$ cat src/verilog/sbmc_pkg.sv
// Constants and types shared by the system bus mode controller.
`default_nettype none
package sbmc_pkg;
  // Register offsets on the plain register port.
  localparam logic [3:0] SBMC_OFS_MODE   = 4'h0;
  localparam logic [3:0] SBMC_OFS_WAIT   = 4'h1;
  localparam logic [3:0] SBMC_OFS_RDAT0  = 4'h2;
  localparam logic [3:0] SBMC_OFS_RDAT1  = 4'h3;
  localparam logic [3:0] SBMC_OFS_RDAT2  = 4'h4;
  localparam logic [3:0] SBMC_OFS_CSDAT  = 4'h5;
  localparam logic [3:0] SBMC_OFS_PDAT   = 4'h6;
  localparam logic [3:0] SBMC_OFS_PDIR   = 4'h7;
  localparam logic [3:0] SBMC_OFS_STATUS = 4'h8;
  // Field positions of the mode register.
  localparam int SBMC_BIT_BUS_EXP = 7;
  localparam int SBMC_BIT_CPU_MAX = 6;
  // Field positions of the status register.
  localparam int SBMC_BIT_EXT_BOOT = 0;
  localparam int SBMC_BIT_BUSY     = 1;
  // Values after reset.
  localparam logic [7:0] SBMC_RST_RDAT  = 8'hff;
  localparam logic [5:0] SBMC_RST_RDAT2 = 6'h3f;
  localparam logic [2:0] SBMC_RST_CSDAT = 3'h7;
  localparam logic [7:0] SBMC_RST_PDAT  = 8'hff;
  localparam logic [7:0] SBMC_RST_PDIR  = 8'h00;
  localparam logic [2:0] SBMC_RST_WAIT  = 3'h0;
  // Chip select windows, upper address bits, internal boot.
  localparam logic [1:0] SBMC_CS0_INT_TOP = 2'h3;
  localparam logic [1:0] SBMC_CS1_TOP     = 2'h1;
  localparam logic [1:0] SBMC_CS2_TOP     = 2'h2;
  // Chip select zero windows for external boot.
  localparam logic [21:0] SBMC_CS0_EXT_LO_END = 22'h00d7ff;
  localparam logic [21:0] SBMC_CS0_EXT_HI_BEG = 22'h010000;
  localparam logic [21:0] SBMC_CS0_EXT_HI_END = 22'h0fffff;
  // Strobe bit positions in the flat R pin vector, just above the twenty address bits.
  localparam int SBMC_PIN_RD = 20;
  localparam int SBMC_PIN_WR = 21;
  // External bus cycle states.
  typedef enum logic [2:0]
  {
    SBMC_ST_IDLE = 3'b000,
    SBMC_ST_T1   = 3'b001,
    SBMC_ST_T2   = 3'b010,
    SBMC_ST_T3   = 3'b011,
    SBMC_ST_WAIT = 3'b100,
    SBMC_ST_T4   = 3'b101
  } sbmc_state_e;
endpackage
`default_nettype wire

$ cat src/verilog/sbmc_wait_timer.sv
// Countdown of wait cycles inserted between the third and fourth bus states.
`default_nettype none
module sbmc_wait_timer
  import sbmc_pkg::*;
(
  input  wire logic       clk,    // CPU clock
  input  wire logic       nrst,   // Asynchronous reset, active low
  input  wire logic       load,   // Load the count
  input  wire logic [2:0] ld_val, // Wait cycles to run
  output var  logic [2:0] rem     // Cycles still to run
);
  typedef struct packed
  {
    logic [2:0] rem;
  } sbmc_tmr_s;

  sbmc_tmr_s t_reg;
  sbmc_tmr_s t_next;

  // Every count of two half-cycle states is one whole clock cycle.
  always_comb
  begin
    t_next = t_reg;
    if (load)
    begin
      t_next.rem = ld_val;
    end
    else if (t_reg.rem != 3'h0)
    begin
      t_next.rem = t_reg.rem - 3'h1;
    end
  end

  always_ff @(posedge clk or negedge nrst)
  begin
    if (!nrst)
    begin
      t_reg <= '0;
    end
    else
    begin
      t_reg <= t_next;
    end
  end

  assign rem = t_reg.rem;
endmodule
`default_nettype wire

$ cat src/verilog/sbmc_ctrl.sv
// System bus mode controller: mode bits, pin reuse, chip selects and wait states.
// What this block does
// - Software bits pick expansion or single chip, and maximum or minimum CPU mode.
// - Exactly two bus modes and two CPU modes exist, one bit each.
// - Internal boot resets to single chip, minimum mode, running from internal ROM.
// - External boot resets to expansion, minimum mode.
// - External boot disables internal program ROM; fetches go outside.
// - Expansion turns R pins into address and strobes, P pins into data.
// - Address decoders drive up to three chip select outputs.
// - Internal boot windows: select zero 3xxxxx, one 1xxxxx, two 2xxxxx.
// - External boot: select zero covers 000000-00D7FF and 010000-0FFFFF.
// - Select pins start as port pins until software sets their enable bit.
// - A select is active only for external accesses to its own window.
// - Three-bit wait field gives twice its value in half-cycle states.
// - Each wait state lasts half a CPU clock cycle.
// - Wait states sit between the third and fourth bus states.
// - No waits for internal accesses or while on the sub oscillator.
// - In single chip mode the wait field has no effect.
//
// Design decisions made here: the strobed register port and the placing of the registers.
`default_nettype none
module sbmc_ctrl
  import sbmc_pkg::*;
(
  input  wire logic        clk,                 // CPU clock, 25 MHz
  input  wire logic        nrst,                // Asynchronous reset, active low
  input  wire logic        boot_source_pin,     // 1 internal boot, 0 external boot
  input  wire logic        sub_oscillator,      // CPU runs on the sub oscillator
  input  wire logic [3:0]  reg_addr,            // Register address
  input  wire logic [7:0]  reg_wdata,           // Register write data
  input  wire logic        reg_wr,              // Register write strobe
  input  wire logic        reg_rd,              // Register read strobe
  output var  logic [7:0]  reg_rdata,           // Register read data, next cycle
  input  wire logic        cpu_req,             // Core access request pulse
  input  wire logic        cpu_wr,              // Access is a write
  input  wire logic [21:0] cpu_addr,            // Access address
  input  wire logic [7:0]  cpu_wdata,           // Write data
  input  wire logic        cpu_int_hit,         // Address hits internal RAM or registers
  input  wire logic        cpu_rom_hit,         // Address hits internal program ROM
  output var  logic        cpu_ack,             // Access done pulse
  output var  logic [7:0]  cpu_rdata,           // External read data
  output var  logic        cpu_max_mode,        // Maximum CPU mode selected
  output var  logic        int_rom_en,          // Internal program ROM enabled
  output var  logic [21:0] r_pin_out,           // R00-R07, R10-R17, R20-R25 pin levels
  input  wire logic [7:0]  p_pin_in,            // P00-P07 pin levels
  output var  logic [7:0]  p_pin_out,           // P00-P07 drive value
  output var  logic [7:0]  p_pin_oe,            // P00-P07 drive enables
  output var  logic        chip_select_zero_n,  // Chip select zero pin
  output var  logic        chip_select_one_n,   // Chip select one pin
  output var  logic        chip_select_two_n    // Chip select two pin
);
  typedef struct packed
  {
    sbmc_state_e st;
    logic        strap_done;
    logic        ext_boot;
    logic        bus_exp;
    logic        cpu_max;
    logic [2:0]  cs_en;
    logic [2:0]  wcode;
    logic [7:0]  r0;
    logic [7:0]  r1;
    logic [5:0]  r2;
    logic [2:0]  r3;
    logic [7:0]  p0;
    logic [7:0]  pdir;
    logic [7:0]  rdata;
    logic [21:0] addr;
    logic        wr_l;
    logic [7:0]  wd;
    logic [2:0]  wused;
    logic        ack;
    logic [7:0]  crdata;
    logic [21:0] r_out;
    logic [7:0]  p_out;
    logic [7:0]  p_oe;
    logic [2:0]  cs_out;
    logic        rom_en;
  } sbmc_ctrl_s;

  sbmc_ctrl_s s_reg;
  sbmc_ctrl_s s_next;
  logic [2:0] wait_rem;
  logic       ext_acc;
  logic       strobe_on;

  // Address window test for one chip select.
  function automatic logic cs_hit(input logic [21:0] a, input int idx, input logic ext);
    logic r;
    r = 1'b0;
    case (idx)
      0: r = ext ? ((a <= SBMC_CS0_EXT_LO_END) ||
                    (a >= SBMC_CS0_EXT_HI_BEG && a <= SBMC_CS0_EXT_HI_END))
                 : (a[21:20] == SBMC_CS0_INT_TOP);
      1: r = (a[21:20] == SBMC_CS1_TOP);
      2: r = (a[21:20] == SBMC_CS2_TOP);
      default: r = 1'b0;
    endcase
    return r;
  endfunction

  sbmc_wait_timer u_wait
  (
    .clk    (clk),
    .nrst   (nrst),
    .load   (s_reg.st == SBMC_ST_T2),
    .ld_val (sub_oscillator ? 3'h0 : s_reg.wcode),
    .rem    (wait_rem)
  );

  always_comb
  begin
    s_next = s_reg;
    s_next.ack = 1'b0;
    // Strap is caught on the first edge after reset release.
    if (!s_reg.strap_done)
    begin
      s_next.strap_done = 1'b1;
      s_next.ext_boot = !boot_source_pin;
      s_next.bus_exp = !boot_source_pin;
      s_next.cpu_max = 1'b0;
    end
    if (reg_wr)
    begin
      case (reg_addr)
        SBMC_OFS_MODE:
        begin
          // External boot keeps the bus in expansion mode.
          s_next.bus_exp = s_reg.ext_boot | reg_wdata[SBMC_BIT_BUS_EXP];
          s_next.cpu_max = reg_wdata[SBMC_BIT_CPU_MAX];
          s_next.cs_en = reg_wdata[2:0];
        end
        SBMC_OFS_WAIT:  s_next.wcode = reg_wdata[2:0];
        SBMC_OFS_RDAT0: s_next.r0 = reg_wdata;
        SBMC_OFS_RDAT1: s_next.r1 = reg_wdata;
        SBMC_OFS_RDAT2: s_next.r2 = reg_wdata[5:0];
        SBMC_OFS_CSDAT: s_next.r3 = reg_wdata[2:0];
        SBMC_OFS_PDAT:  s_next.p0 = reg_wdata;
        SBMC_OFS_PDIR:  s_next.pdir = reg_wdata;
        default:        s_next.r3 = s_next.r3;
      endcase
    end
    s_next.rdata = 8'h00;
    if (reg_rd)
    begin
      case (reg_addr)
        SBMC_OFS_MODE:   s_next.rdata = {s_reg.bus_exp, s_reg.cpu_max, 3'h0, s_reg.cs_en};
        SBMC_OFS_WAIT:   s_next.rdata = {5'h00, s_reg.wcode};
        SBMC_OFS_RDAT0:  s_next.rdata = s_reg.r0;
        SBMC_OFS_RDAT1:  s_next.rdata = s_reg.r1;
        SBMC_OFS_RDAT2:  s_next.rdata = {2'h0, s_reg.r2};
        SBMC_OFS_CSDAT:  s_next.rdata = {5'h00, s_reg.r3};
        SBMC_OFS_PDAT:   s_next.rdata = s_reg.p0;
        SBMC_OFS_PDIR:   s_next.rdata = s_reg.pdir;
        SBMC_OFS_STATUS: s_next.rdata = {6'h00, s_reg.st != SBMC_ST_IDLE, s_reg.ext_boot};
        default:         s_next.rdata = 8'h00;
      endcase
    end
    // Internal ROM counts as internal only under internal boot.
    ext_acc = s_reg.bus_exp && !(cpu_int_hit || (cpu_rom_hit && !s_reg.ext_boot));
    case (s_reg.st)
      SBMC_ST_IDLE:
      begin
        if (cpu_req && ext_acc)
        begin
          s_next.st = SBMC_ST_T1;
          s_next.addr = cpu_addr;
          s_next.wr_l = cpu_wr;
          s_next.wd = cpu_wdata;
        end
        else if (cpu_req)
        begin
          s_next.ack = 1'b1;
        end
      end
      SBMC_ST_T1: s_next.st = SBMC_ST_T2;
      SBMC_ST_T2:
      begin
        s_next.st = SBMC_ST_T3;
        s_next.wused = sub_oscillator ? 3'h0 : s_reg.wcode;
      end
      SBMC_ST_T3: s_next.st = (wait_rem == 3'h0) ? SBMC_ST_T4 : SBMC_ST_WAIT;
      SBMC_ST_WAIT: s_next.st = (wait_rem == 3'h0) ? SBMC_ST_T4 : SBMC_ST_WAIT;
      SBMC_ST_T4:
      begin
        s_next.st = SBMC_ST_IDLE;
        s_next.ack = 1'b1;
        if (!s_reg.wr_l)
        begin
          s_next.crdata = p_pin_in;
        end
      end
      default: s_next.st = SBMC_ST_IDLE;
    endcase
    // Pin levels follow the next state so they line up with it.
    strobe_on = (s_next.st == SBMC_ST_T2) || (s_next.st == SBMC_ST_T3) ||
                (s_next.st == SBMC_ST_WAIT) || (s_next.st == SBMC_ST_T4);
    if (s_next.bus_exp)
    begin
      s_next.r_out = {!(strobe_on && s_next.wr_l), !(strobe_on && !s_next.wr_l),
                      s_next.addr[19:0]};
      s_next.p_out = s_next.wd;
      s_next.p_oe = (strobe_on && s_next.wr_l) ? 8'hff : 8'h00;
    end
    else
    begin
      s_next.r_out = {s_next.r2, s_next.r1, s_next.r0};
      s_next.p_out = s_next.p0;
      s_next.p_oe = s_next.pdir;
    end
    for (int i = 0; i < 3; i++)
    begin
      if (s_next.bus_exp && s_next.cs_en[i])
      begin
        s_next.cs_out[i] = !((s_next.st != SBMC_ST_IDLE) &&
                             cs_hit(s_next.addr, i, s_next.ext_boot));
      end
      else
      begin
        s_next.cs_out[i] = s_next.r3[i];
      end
    end
    s_next.rom_en = !s_next.ext_boot;
  end

  always_ff @(posedge clk or negedge nrst)
  begin
    if (!nrst)
    begin
      s_reg <= '0;
      s_reg.wcode <= SBMC_RST_WAIT;
      s_reg.r0 <= SBMC_RST_RDAT;
      s_reg.r1 <= SBMC_RST_RDAT;
      s_reg.r2 <= SBMC_RST_RDAT2;
      s_reg.r3 <= SBMC_RST_CSDAT;
      s_reg.p0 <= SBMC_RST_PDAT;
      s_reg.pdir <= SBMC_RST_PDIR;
      s_reg.r_out <= {SBMC_RST_RDAT2, SBMC_RST_RDAT, SBMC_RST_RDAT};
      s_reg.p_out <= SBMC_RST_PDAT;
      s_reg.cs_out <= SBMC_RST_CSDAT;
      s_reg.rom_en <= 1'b1;
    end
    else
    begin
      s_reg <= s_next;
    end
  end

  assign reg_rdata = s_reg.rdata;
  assign cpu_ack = s_reg.ack;
  assign cpu_rdata = s_reg.crdata;
  assign cpu_max_mode = s_reg.cpu_max;
  assign int_rom_en = s_reg.rom_en;
  assign r_pin_out = s_reg.r_out;
  assign p_pin_out = s_reg.p_out;
  assign p_pin_oe = s_reg.p_oe;
  assign chip_select_zero_n = s_reg.cs_out[0];
  assign chip_select_one_n = s_reg.cs_out[1];
  assign chip_select_two_n = s_reg.cs_out[2];

  // Counts whole cycles spent in the wait state for checking.
  logic [3:0] wcnt;
  always_ff @(posedge clk or negedge nrst)
  begin
    if (!nrst)
    begin
      wcnt <= 4'h0;
    end
    else
    begin
      wcnt <= (s_reg.st == SBMC_ST_WAIT) ? wcnt + 4'h1 : 4'h0;
    end
  end
endmodule
`default_nettype wire

$ cat config.mk
export PLATFORM = sky130hd
export DESIGN_NAME = sbmc_ctrl
export DESIGN_NICKNAME = d
export VERILOG_FILES = /design/src/verilog/sbmc_pkg.sv /design/src/verilog/sbmc_wait_timer.sv /design/src/verilog/sbmc_ctrl.sv
export SDC_FILE = /design/constraint.sdc
export NUM_CORES = 1
export LEC_CHECK = 0
export BUFFER_PORTS_ARGS = -buffer_cell sky130_fd_sc_hd__buf_4
export CORE_UTILIZATION = 52
export DETAILED_ROUTE_END_ITERATION = 7
export PLACE_DENSITY = 0.75
export SYNTH_ARGS = -nofsm -noshare
export SYNTH_HDL_FRONTEND = slang
export SYNTH_SLANG_ARGS = --single-unit
$ cat constraint.sdc
create_clock -name clk -period 2.66 [get_ports clk]
set_clock_uncertainty 0.05 [all_clocks]
set_input_delay 0.665 -clock clk [delete_from_list [all_inputs] [get_ports clk]]
set_output_delay 0.665 -clock clk [all_outputs]
set_load 0.005 [all_outputs]
Word level (Yosys, flattened, before mapping)
Cells that the tools add are included.
{"block": "word_totals", "mem_count": 0, "romBits": 0, "ff_bits": 147, "ram_bits": 0, "output_inout_bits": 60, "latch_bits": 0, "inputBits": 60}
{"block": "classes", "eq_ne": 20, "mul": 0, "shift": 0, "muxes": 32, "reduce_logical": 37, "n_addsub": 1, "bitwise_logic": 2, "n_div": 0, "order_cmp": 3}
{"operator": "$pmux W8 S9", "count": 1}
{"operator": "$mux W31", "count": 2}
{"operator": "$mux W49", "count": 1}
{"operator": "$mux W8", "count": 6}
{"operator": "$mux W38", "count": 1}
{"operator": "$ge A22 B17 Y1 const B", "count": 1}
{"operator": "$le A22 B16 Y1 const B", "count": 1}
{"operator": "$le A22 B20 Y1 const B", "count": 1}
{"operator": "$mux W3", "count": 7}
{"operator": "$eq A4 B3 Y1 const B", "count": 4}
{"operator": "$eq A3 B2 Y1 const B", "count": 4}
{"operator": "$eq A3 B3 Y1 const B", "count": 4}
{"operator": "$logic_and A1 B1 Y1", "count": 12}
{"operator": "$pmux W3 S4", "count": 1}
{"operator": "$logic_not A1 Y1", "count": 10}
{"operator": "$mux W1", "count": 10}
{"operator": "$reduce_bool A3 Y1", "count": 3}
{"operator": "$eq A4 B2 Y1 const B", "count": 2}
{"operator": "$logic_not A3 Y1", "count": 2}
{"operator": "$mux W6", "count": 1}
{"operator": "$logic_or A1 B1 Y1", "count": 5}
{"operator": "$mux W5", "count": 1}
{"operator": "$eq A2 B2 Y1 const B", "count": 2}
{"operator": "$eq A4 B1 Y1 const B", "count": 1}
{"operator": "11 further kinds", "count": 12}

Depth between registers and ports, before layout
Gate-level depths: netlist of run 1.
{"block": "depth", "depth_word": 16, "depth_mapped": 8}

Hierarchy
From an unflattened synthesis of run 1, not the netlist that was laid out.
{"block": "hier_totals", "cells_unflattened": 516, "hier_area_um2": 6732.7}
{"mod": "sbmc_ctrl", "cells_per_inst": 496, "area_per_inst_um2": 6536.3, "n_inst": 1}
{"mod": "sbmc_wait_timer", "cells_per_inst": 20, "area_per_inst_um2": 196.4, "n_inst": 1}

Least setup slack after synthesis of run 1
OpenSTA, ideal clock, no wires.
{"block": "synth_timing", "kind": "input -> register", "startpoint": "in reg_addr[3]", "endpoint": "reg s_reg (netlist bit p_pin_out[7])", "n_path_buf": 2, "path_slack_ns": 0.395, "stages": 6, "arrival_ns": 2.133, "cell_sequence": "buf_4 > nor3b_4 > nand2_2 > mux2_4 > clkbuf_1 > mux2_2"}
{"element": "start, declared", "line_no": "sbmc_ctrl.sv:29", "rtl": "input wire logic [3:0] reg_addr,"}
{"element": "end signal, assigned", "line_no": "sbmc_ctrl.sv:245", "rtl": "s_reg <= s_next;"}
{"element": "end, declared", "line_no": "sbmc_ctrl.sv:81", "rtl": "sbmc_ctrl_s s_reg;"}

==> results_dict.tcl, run 1 <==
set metrics [dict create \
    status "finished clean" \
    report.final.hold_viol_count 0 \
    drtIter0Drc 206 \
    cts-root-buf "clkbuf_16" \
    grtUsageMet3 0.0596 \
    dp_hpwl_microns 10300 \
    vias 4098 \
    final_cell_mix "buf_4 (131), dfrtp_1 (80), mux2_2 (67), dfstp_2 (67), mux2_1 (48)" \
    cts_tree "yes" \
    cts-hold-fix-buffers 0 \
    postRouteAntennaNets 0 \
    switching_share 0.277 \
    start_kind "flop" \
    drc 0 \
    max_stage_delay_ns 0.83 \
    fillerInstances 923 \
    top_usage_layer "met2" \
    hold_class "in -> async" \
    die-area_sq_um 13300 \
    clkPwrFrac 0.289 \
    first_pass_iters 4 \
    yosysWarnings 0 \
    clk_pin_slew_ns 0.06 \
    finalWorstSetupSlack_ns 0.598 \
    finalSetupTns_ns 0 \
    crit_fanout 8 \
    seq_area_frac_synth 0.562 \
    pwr-share-comb 0.261 \
    synth_area_leaders "dfrtp_1 (30%), dfstp_2 (26%), mux2_2 (11%), mux2_1 (8.1%), buf_4 (6.3%)" \
    synth-seq-cells 147 \
    syn_area_sq_um 6700 \
    peakVddDrop_v 0.000409 \
    largest_register_ffs 84 \
    start_util 0.533 \
    synth_fp_nets 557 \
    synth_cells 495 \
    die_x_microns 115 \
    synth_top_area_frac 0.299 \
    synth-edff-count 0 \
    gr-total-overflow 0 \
    yosysUniqueCellTypes 53 \
    dieHeight_microns 115 \
    antenna_found_initial 0 \
    gp_congestion 0.851 \
    cellLeakagePower_uw 0.00359 \
    vias_per_cell 5.41 \
    yosysTopAreaCell "dfrtp_1" \
    slew_viol_final 0 \
    period_needed_ns 2.06 \
    syn_to_final_growth_pct 19.5 \
    p_int_uw 5810 \
    portBuffers 119 \
    synth-async-reset-ratio 1.00 \
    p_total_uw 8030 \
    cp_data_arrival_time_ns 2.33 \
    final_net_count 635 \
    grt_pass1_vias 4283 \
    endpoint_kind "flop" \
    rsz0062_at_grt "false" \
    cts_resized 0 \
    crit_type "reg -> reg" \
    multi_input_area_sq_um 2370 \
    clk-insertion-delay-late_ns 0.42 \
    post-place-ws_ns 0.192 \
    cellPowerDensity_nw_per_um2 1000 \
    tightest_slew_ns 0.971 \
    grtUsageMet1 0.305 \
    critPathSlowestCell "mux2i_1" \
    maxClockFrequency_mhz 485 \
    cts_max_level 4 \
    synthFlopType "dfrtp_1" \
    crit_required_ns 2.93 \
    p_seq_frac 0.450 \
    grt_max_degree 67 \
    p_sw_uw 2220 \
    grt_util_met2 0.376 \
    totalWireLength_microns 14600 \
    drive_gt1_frac 0.532 \
    regArea_sq_um 3760 \
    path_cells "mux2i_1 -> nor3_1 -> o21ai_0 -> a41oi_1" \
    cts_setup_buffers 0 \
    cts_sinks 147 \
    cts_buffers 17 \
    syn_avg_cell_area_sq_um 13.5 \
    holdWs_ns 0.182 \
    diodes 0 \
    clockBufferDepth 2 \
    drv_cap 0 \
    coreArea_sq_um 12600 \
    grt_use_total 0.233 \
    grt_pass1_wl_microns 22700 \
    slew_headroom 0.334 \
    setup-violations-final 0 \
    fin_crit_sh 0.775 \
    rows 41 \
    io_pins 120 \
    wl_per_cell_microns 19.2 \
    final_common_cell "buf_4" \
]
## Yosys cell counts (all sizes together), types with 4 or more instances
cell / number
mux2: 116
dfrtp: 80
buf: 68
dfstp: 67
nor2: 23
nand2: 16
a21oi: 12
inv: 10
o21ba: 9
mux2i: 8
nand3: 8
clkbuf: 7
nor3b: 7
o21ai: 7
mux4: 5
nand3b: 5
nor3: 5
nand2b: 4
## worst paths after layout
kind	depth (start not counted)	end	startpoint	slack, ns
max in group asynchronous	2	p_pin_out[2]	nrst	1.64
min reg2reg	1	s_reg[56]	s_reg[56]	0.44
max reg2reg	4	chip_select_zero_n	s_reg[143]	0.60
min in group clk	2	cpu_rdata[1]	p_pin_in[1]	0.43
max	4	chip_select_zero_n	s_reg[143]	0.60
min	1	s_reg[68]	nrst	0.18
## area by class of cell
cell class	instances	area share
clock buffer	20	0.0558
inverter	10	0.00469
sequential	147	0.470
clock inverter	12	0.0167
timing repair buffer	134	0.129
multi-input combinational	263	0.296
tap	172	0.0269
## critical path: cells and delay by family (launching register included)
family	cells	cell delay, ns
and+or+nand+nor	1	0.13
DFF	1	0.41
AOI/OAI and AO/OA	2	0.54
muxes	1	0.83
## stage by stage
stage               cells  area, sq um   util
finish                758         8000  0.637
global route          758         8000  0.637
CTS                   758         8000  0.637
global placement      726         7420  0.591
floorplan             495         6700      -
detailed placement    726         7420  0.591
## kinds of logic after synthesis
logic type,share of synthesized area
flops,0.562
simple gates,0.0675
compound gates,0.0542
buf+inv,0.0837
fa+ha+maj,0.00374
mux,0.224
xor+xnor,0.00393
other cells,0.000560
## power groups by stage
stage          clock network [uW]  registers [uW]  logic, uW
2_1_floorplan                   0            3460       1620
3_3_place_gp                    0            3620       2030
3_5_place_dp                    0            3640       2090
4_1_cts                      2350            3620       2110
5_1_grt                      2450            3700       2290
6_report                     2320            3620       2090
## per-layer routing
metal	up-vias	routed length, microns
met5	-	0
met4	0	313
met3	27	820
met2	149	7190
met1	2085	6240
li1	1837	-
(Power assumes the default switching activity.)
==> run 2, diff against run 1 <==
Settings changed: CORE_UTILIZATION 52 to 50, PLACE_DENSITY 0.75 to 0.76.
Clock period 2.66 ns to 1.7 ns, I/O delays scaled along.
==> run 2 against run 1 <==
Compared with the run above: the run now ends with setup timing left; die area up 3.9%; sequential power up 57%; clock-buffer cell count up 1; total power up 71%; critical endpoint is now r_pin_out[12]; largest cell class unchanged.
==> results_dict.tcl, run 2 (synthesis results as in run 1) <==
set metrics [dict create \
    status "finished, violations left" \
    violations "setup timing" \
    portBuffers 119 \
    worstHoldEndpoint "cpu_rdata[5]" \
    worstSetupStartpoint "s_reg[146]" \
    report.final.hold_viol_count 0 \
    switching_share 0.268 \
    cts_sinks 147 \
    slew_headroom 0.477 \
    multi_input_area_sq_um 2560 \
    period_needed_ns 1.92 \
    first_pass_iters 5 \
    max_stage_delay_ns 0.40 \
    postRouteAntennaNets 0 \
    reg2reg_setup_slack_ns -0.22 \
    worstHoldStart "p_pin_in[5]" \
    path_cells "nor4b_2 -> nand4b_1 -> buf_6 -> clkbuf_16 -> mux2_4 -> mux2_2" \
    clk_pin_slew_ns 0.06 \
    final_net_count 681 \
    grt_max_degree 46 \
    vias_per_cell 5.44 \
    reg2reg_depth 6 \
    drive_gt1_frac 0.617 \
    largest_register_ffs 84 \
    io_pins 120 \
    crit_fanout 8 \
    fillerInstances 934 \
    post-route-util 0.678 \
    crit_type "reg -> reg" \
    reg2reg_to "r_pin_out[12]" \
    cts_max_level 4 \
    setup-violations-final 35 \
    cp_data_arrival_time_ns 2.21 \
    tightest_slew_ns 0.777 \
    cellPowerDensity_nw_per_um2 1580 \
    regArea_sq_um 3760 \
    vias 4376 \
    cts-root-buf "clkbuf_16" \
    dieHeight_microns 118 \
    diodes 0 \
    timing.rr.start "s_reg[146]" \
    dp_hpwl_microns 11200 \
    rows 41 \
    wl_per_cell_microns 20.4 \
    peakVddDrop_v 0.000831 \
    grt_pass1_wl_microns 25200 \
    final_area_sq_um 8700 \
    cts_buffers 17 \
    drc 0 \
    fin_crit_sh 1.13 \
    endpoint_kind "flop" \
    p_int_uw 10000 \
    gp_congestion 0.917 \
    hold_path_depth 2 \
    finalSetupTns_ns -6.46 \
    gr-total-overflow 0 \
    start_util 0.522 \
    clkPwrFrac 0.293 \
    totalWireLength_microns 16400 \
    clockBufferDepth 2 \
    grt_pass1_vias 4714 \
    finalWorstSetupSlack_ns -0.220 \
    p_total_uw 13700 \
    coreArea_sq_um 12800 \
    syn_to_final_growth_pct 29.9 \
    critPathTopFamily "multiplexers" \
    die-area_sq_um 13900 \
    hold_class "in -> reg" \
    place_area_sq_um 7810 \
    crit_buf_inv 2 \
    rsz0062_at_grt "true" \
    p_sw_uw 3670 \
    cellLeakagePower_uw 0.00403 \
    drv_cap 0 \
    slew_viol_final 0 \
    pwr-share-comb 0.292 \
    drtIter0Drc 259 \
    crit_required_ns 1.99 \
    clk-insertion-delay-late_ns 0.42 \
    die_x_microns 118 \
    final_common_cell "buf_4" \
    start_kind "flop" \
    p_seq_frac 0.414 \
    antenna_found_initial 0 \
    final_cell_mix "buf_4 (164), dfrtp_1 (80), mux2_2 (68)" \
    critPathSlowestCell "dfrtp_1" \
    maxClockFrequency_mhz 521 \
    cts_tree "yes" \
    grt_use_total 0.242 \
]
-- run 2: cell types whose count changed in the layout (fill, tap and decap cells not counted), moves of 2 or more --
cell	before	now
clkinv_2	1	4
buf_6	1	7
mux2_4	1	23
nor3b_4	1	3
nor3b_1	6	4
buf_12	2	6
nor2_2	1	4
nor2_1	22	18
clkinvlp_4	8	2
buf_4	131	164
mux2_1	48	25
bufinv_16	2	5
-- run 2: stage by stage --
step	instances	hold slack, ns	worst slack [ns]
floorplan	495	0.0794	-0.224
global placement	762	0.338	-0.293
detailed placement	762	0.343	-0.344
CTS	798	0.178	-0.198
global route	804	0.181	-0.251
finish	804	0.193	-0.220
-- run 2: worst max-delay path by stage --
stage                          to  slack, ns  depth (start not counted)
floorplan           r_pin_out[19]      -0.22                          7
global placement     p_pin_out[5]      -0.29                          7
detailed placement  r_pin_out[16]      -0.34                          5
CTS                  p_pin_out[6]      -0.20                          6
global route         p_pin_out[3]      -0.25                          6
finish              r_pin_out[12]      -0.22                          6
-- run 2: what timing repair did --
action                                 in CTS  in global routing
pin swaps                                   3                  7
setup endpoints to repair                  36                 48
endpoints found under the hold margin      20                  0
setup buffers                               2                  5
gates cloned                                1                  1
hold buffers                                1                  0
gates resized for setup                    10                 21
-- run 2: power groups by stage --
stage          clock network [uW]  registers, uW  logic [uW]
4_1_cts                      4060           5660        3770
3_5_place_dp                    0           5690        3640
2_1_floorplan                   0           5420        2730
6_report                     4020           5680        4010
5_1_grt                      4220           5800        4300
3_3_place_gp                    0           5650        3530
-- run 2: per-layer routing --
metal  global-route usage  vias to the layer above  wire length [microns]
li1                     -                     1939                      -
met1                0.313                     2245                   6960
met2                0.392                      158                   8170
met3               0.0514                       34                    780
met4                0.109                        0                    454
met5                    0                        -                      0
-- run 2: area by class of cell --
| cell class | instances | area share |
|---|---|---|
| flip-flops and latches | 147 | 0.432 |
| multi-input cells | 263 | 0.294 |
| repair buffers | 180 | 0.172 |
| clock buffers | 21 | 0.0518 |
| well taps | 172 | 0.0247 |
| clock inverters | 11 | 0.0213 |
| inverters | 10 | 0.00431 |
-- run 2: worst reg2reg max path, delay by kind of cell, from the launching register on --
kind / cells / cell delay, ns
buf+inv: 2 / 0.36
flops: 1 / 0.40
mux: 2 / 0.59
simple gates: 2 / 0.46
==> run 3, diff against run 2 <==
Settings changed: CORE_MARGIN from default to 3, CORE_UTILIZATION 50 to 52, MAX_ROUTING_LAYER from default to met4, PLACE_DENSITY 0.76 to 0.75.
Clock period 1.7 ns to 2.2 ns, I/O delays scaled along.
==> run 3 against run 2 <==
Compared with the run above: the flow now finishes without violations; hold slack worse by 0.13 ns; critical path depth down 1; worst setup slack better by 0.46 ns; final area down 6.5%; clock power down 30%; sequential cell count unchanged; routed wire length down 8.0%; final cell count down 4.6%; utilization down 1.8 points; highest routed layer unchanged.
==> results_dict.tcl, run 3 (synthesis results as in run 1) <==
set metrics [dict create \
    place_area_sq_um 7550 \
    drv_cap 0 \
    clk_pin_slew_ns 0.06 \
    vias 4124 \
    postRouteAntennaNets 0 \
    final_cell_mix "buf_4 (141), dfrtp_1 (80), mux2_2 (67), dfstp_2 (67), mux2_1 (48)" \
    path_cells "nor4b_2 -> nand4b_1 -> buf_12 -> or3_1 -> a41oi_1" \
    p_total_uw 9820 \
    wl_per_cell_microns 19.6 \
    cts_setup_buffers 0 \
    grt_pass1_vias 4431 \
    p_int_uw 7080 \
    cts_resized 0 \
    pwr-share-comb 0.269 \
    start_kind "flop" \
    grt_use_total 0.227 \
    diodes 0 \
    drive_gt1_frac 0.544 \
    final_net_count 648 \
    final_common_cell "buf_4" \
    crit_type "reg -> reg" \
    critPathTopFamily "simple AND/OR/NAND/NOR gates" \
    setup-violations-final 0 \
    die_x_microns 119 \
    cellLeakagePower_uw 0.00369 \
    cts_buffers 17 \
    largest_register_ffs 84 \
    coreArea_sq_um 12300 \
    fillerInstances 923 \
    cp_data_arrival_time_ns 2.23 \
    critPathSlowestCell "dfrtp_1" \
    finalSetupTns_ns 0 \
    dieHeight_microns 119 \
    fin_crit_sh 0.890 \
    clk-insertion-delay-late_ns 0.42 \
    cts_sinks 147 \
    p_seq_frac 0.444 \
    rsz0062_at_grt "false" \
    period_needed_ns 1.96 \
    io_pins 120 \
    maxClockFrequency_mhz 511 \
    crit_required_ns 2.47 \
    drc 0 \
    start_util 0.544 \
    syn_to_final_growth_pct 21.5 \
    cts-root-buf "clkbuf_16" \
    vias_per_cell 5.38 \
    cts_max_level 4 \
    report.final.hold_viol_count 0 \
    holdWs_ns 0.0604 \
    slew_viol_final 0 \
    cts-hold-fix-buffers 0 \
    endpoint_kind "flop" \
    clockBufferDepth 2 \
    gr-total-overflow 0 \
    crit_buf_inv 1 \
    cts_tree "yes" \
    clkPwrFrac 0.287 \
    portBuffers 119 \
    status "finished clean" \
    first_pass_iters 5 \
    peakVddDrop_v 0.000612 \
    rows 40 \
    grt_pass1_wl_microns 24200 \
    cellPowerDensity_nw_per_um2 1210 \
    die-area_sq_um 14300 \
    hold_class "in -> async" \
    p_sw_uw 2740 \
    antenna_found_initial 0 \
    slew_headroom 0.592 \
    drtIter0Drc 202 \
    max_stage_delay_ns 0.48 \
    final_area_sq_um 8130 \
    totalWireLength_microns 15100 \
    gp_congestion 0.864 \
    grt_max_degree 65 \
    crit_fanout 37 \
    switching_share 0.279 \
    tightest_slew_ns 0.609 \
    dp_hpwl_microns 10600 \
]
run 3: final timing paths:
path,from,to,slack (ns),cells after the start
max,s_reg[144],chip_select_zero_n,0.24,5
min,nrst,s_reg[59],0.06,1
max reg2reg,s_reg[144],chip_select_zero_n,0.24,5
min reg2reg,s_reg[68],s_reg[68],0.43,1
max in group asynchronous,nrst,p_pin_out[7],1.37,2
min in group clk,p_pin_in[2],cpu_rdata[2],0.31,2
run 3: worst register-to-register path, cell delays in order, from the launching register on:
cell and delay [ns]:
dfrtp_1 0.48, nor4b_2 0.25, nand4b_1 0.18, buf_12 0.23, or3_1 0.40, a41oi_1 0.28
run 3: area by class of cell:
class	instances	area, sq um	area share
Clock inverter	13	136	0.0168
Clock buffer	19	443	0.0545
Sequential cell	147	3760	0.463
Multi-Input combinational cell	263	2370	0.292
Timing Repair Buffer	147	1170	0.144
Tap cell	168	210	0.0259
Inverter	10	37.5	0.00462
run 3: layer usage:
metal	track usage	up-vias	part of all wire	routed length (microns)
met3	0.0532	19	0.058	881
li1	-	1874	-	-
met2	0.340	156	0.48	7180
met4	0.0666	0	0.012	181
met5	-	-	0	0
met1	0.314	2075	0.45	6820
run 3: stage by stage:
step,util,instances,setup slack (ns)
2_1_floorplan,-,495,0.0499
3_3_place_gp,0.613,735,0.0741
3_5_place_dp,0.613,735,0.0575
4_1_cts,0.660,767,0.232
5_1_grt,0.660,767,0.137
6_report,0.660,767,0.241
run 3: power groups by stage:
stage / Combinational [uW] / Sequential, uW / Clock (uW)
6_report: 2640 / 4360 / 2820
5_1_grt: 2880 / 4460 / 3000
4_1_cts: 2670 / 4360 / 2870
3_5_place_dp: 2640 / 4370 / 0
3_3_place_gp: 2550 / 4360 / 0
2_1_floorplan: 1960 / 4180 / 0
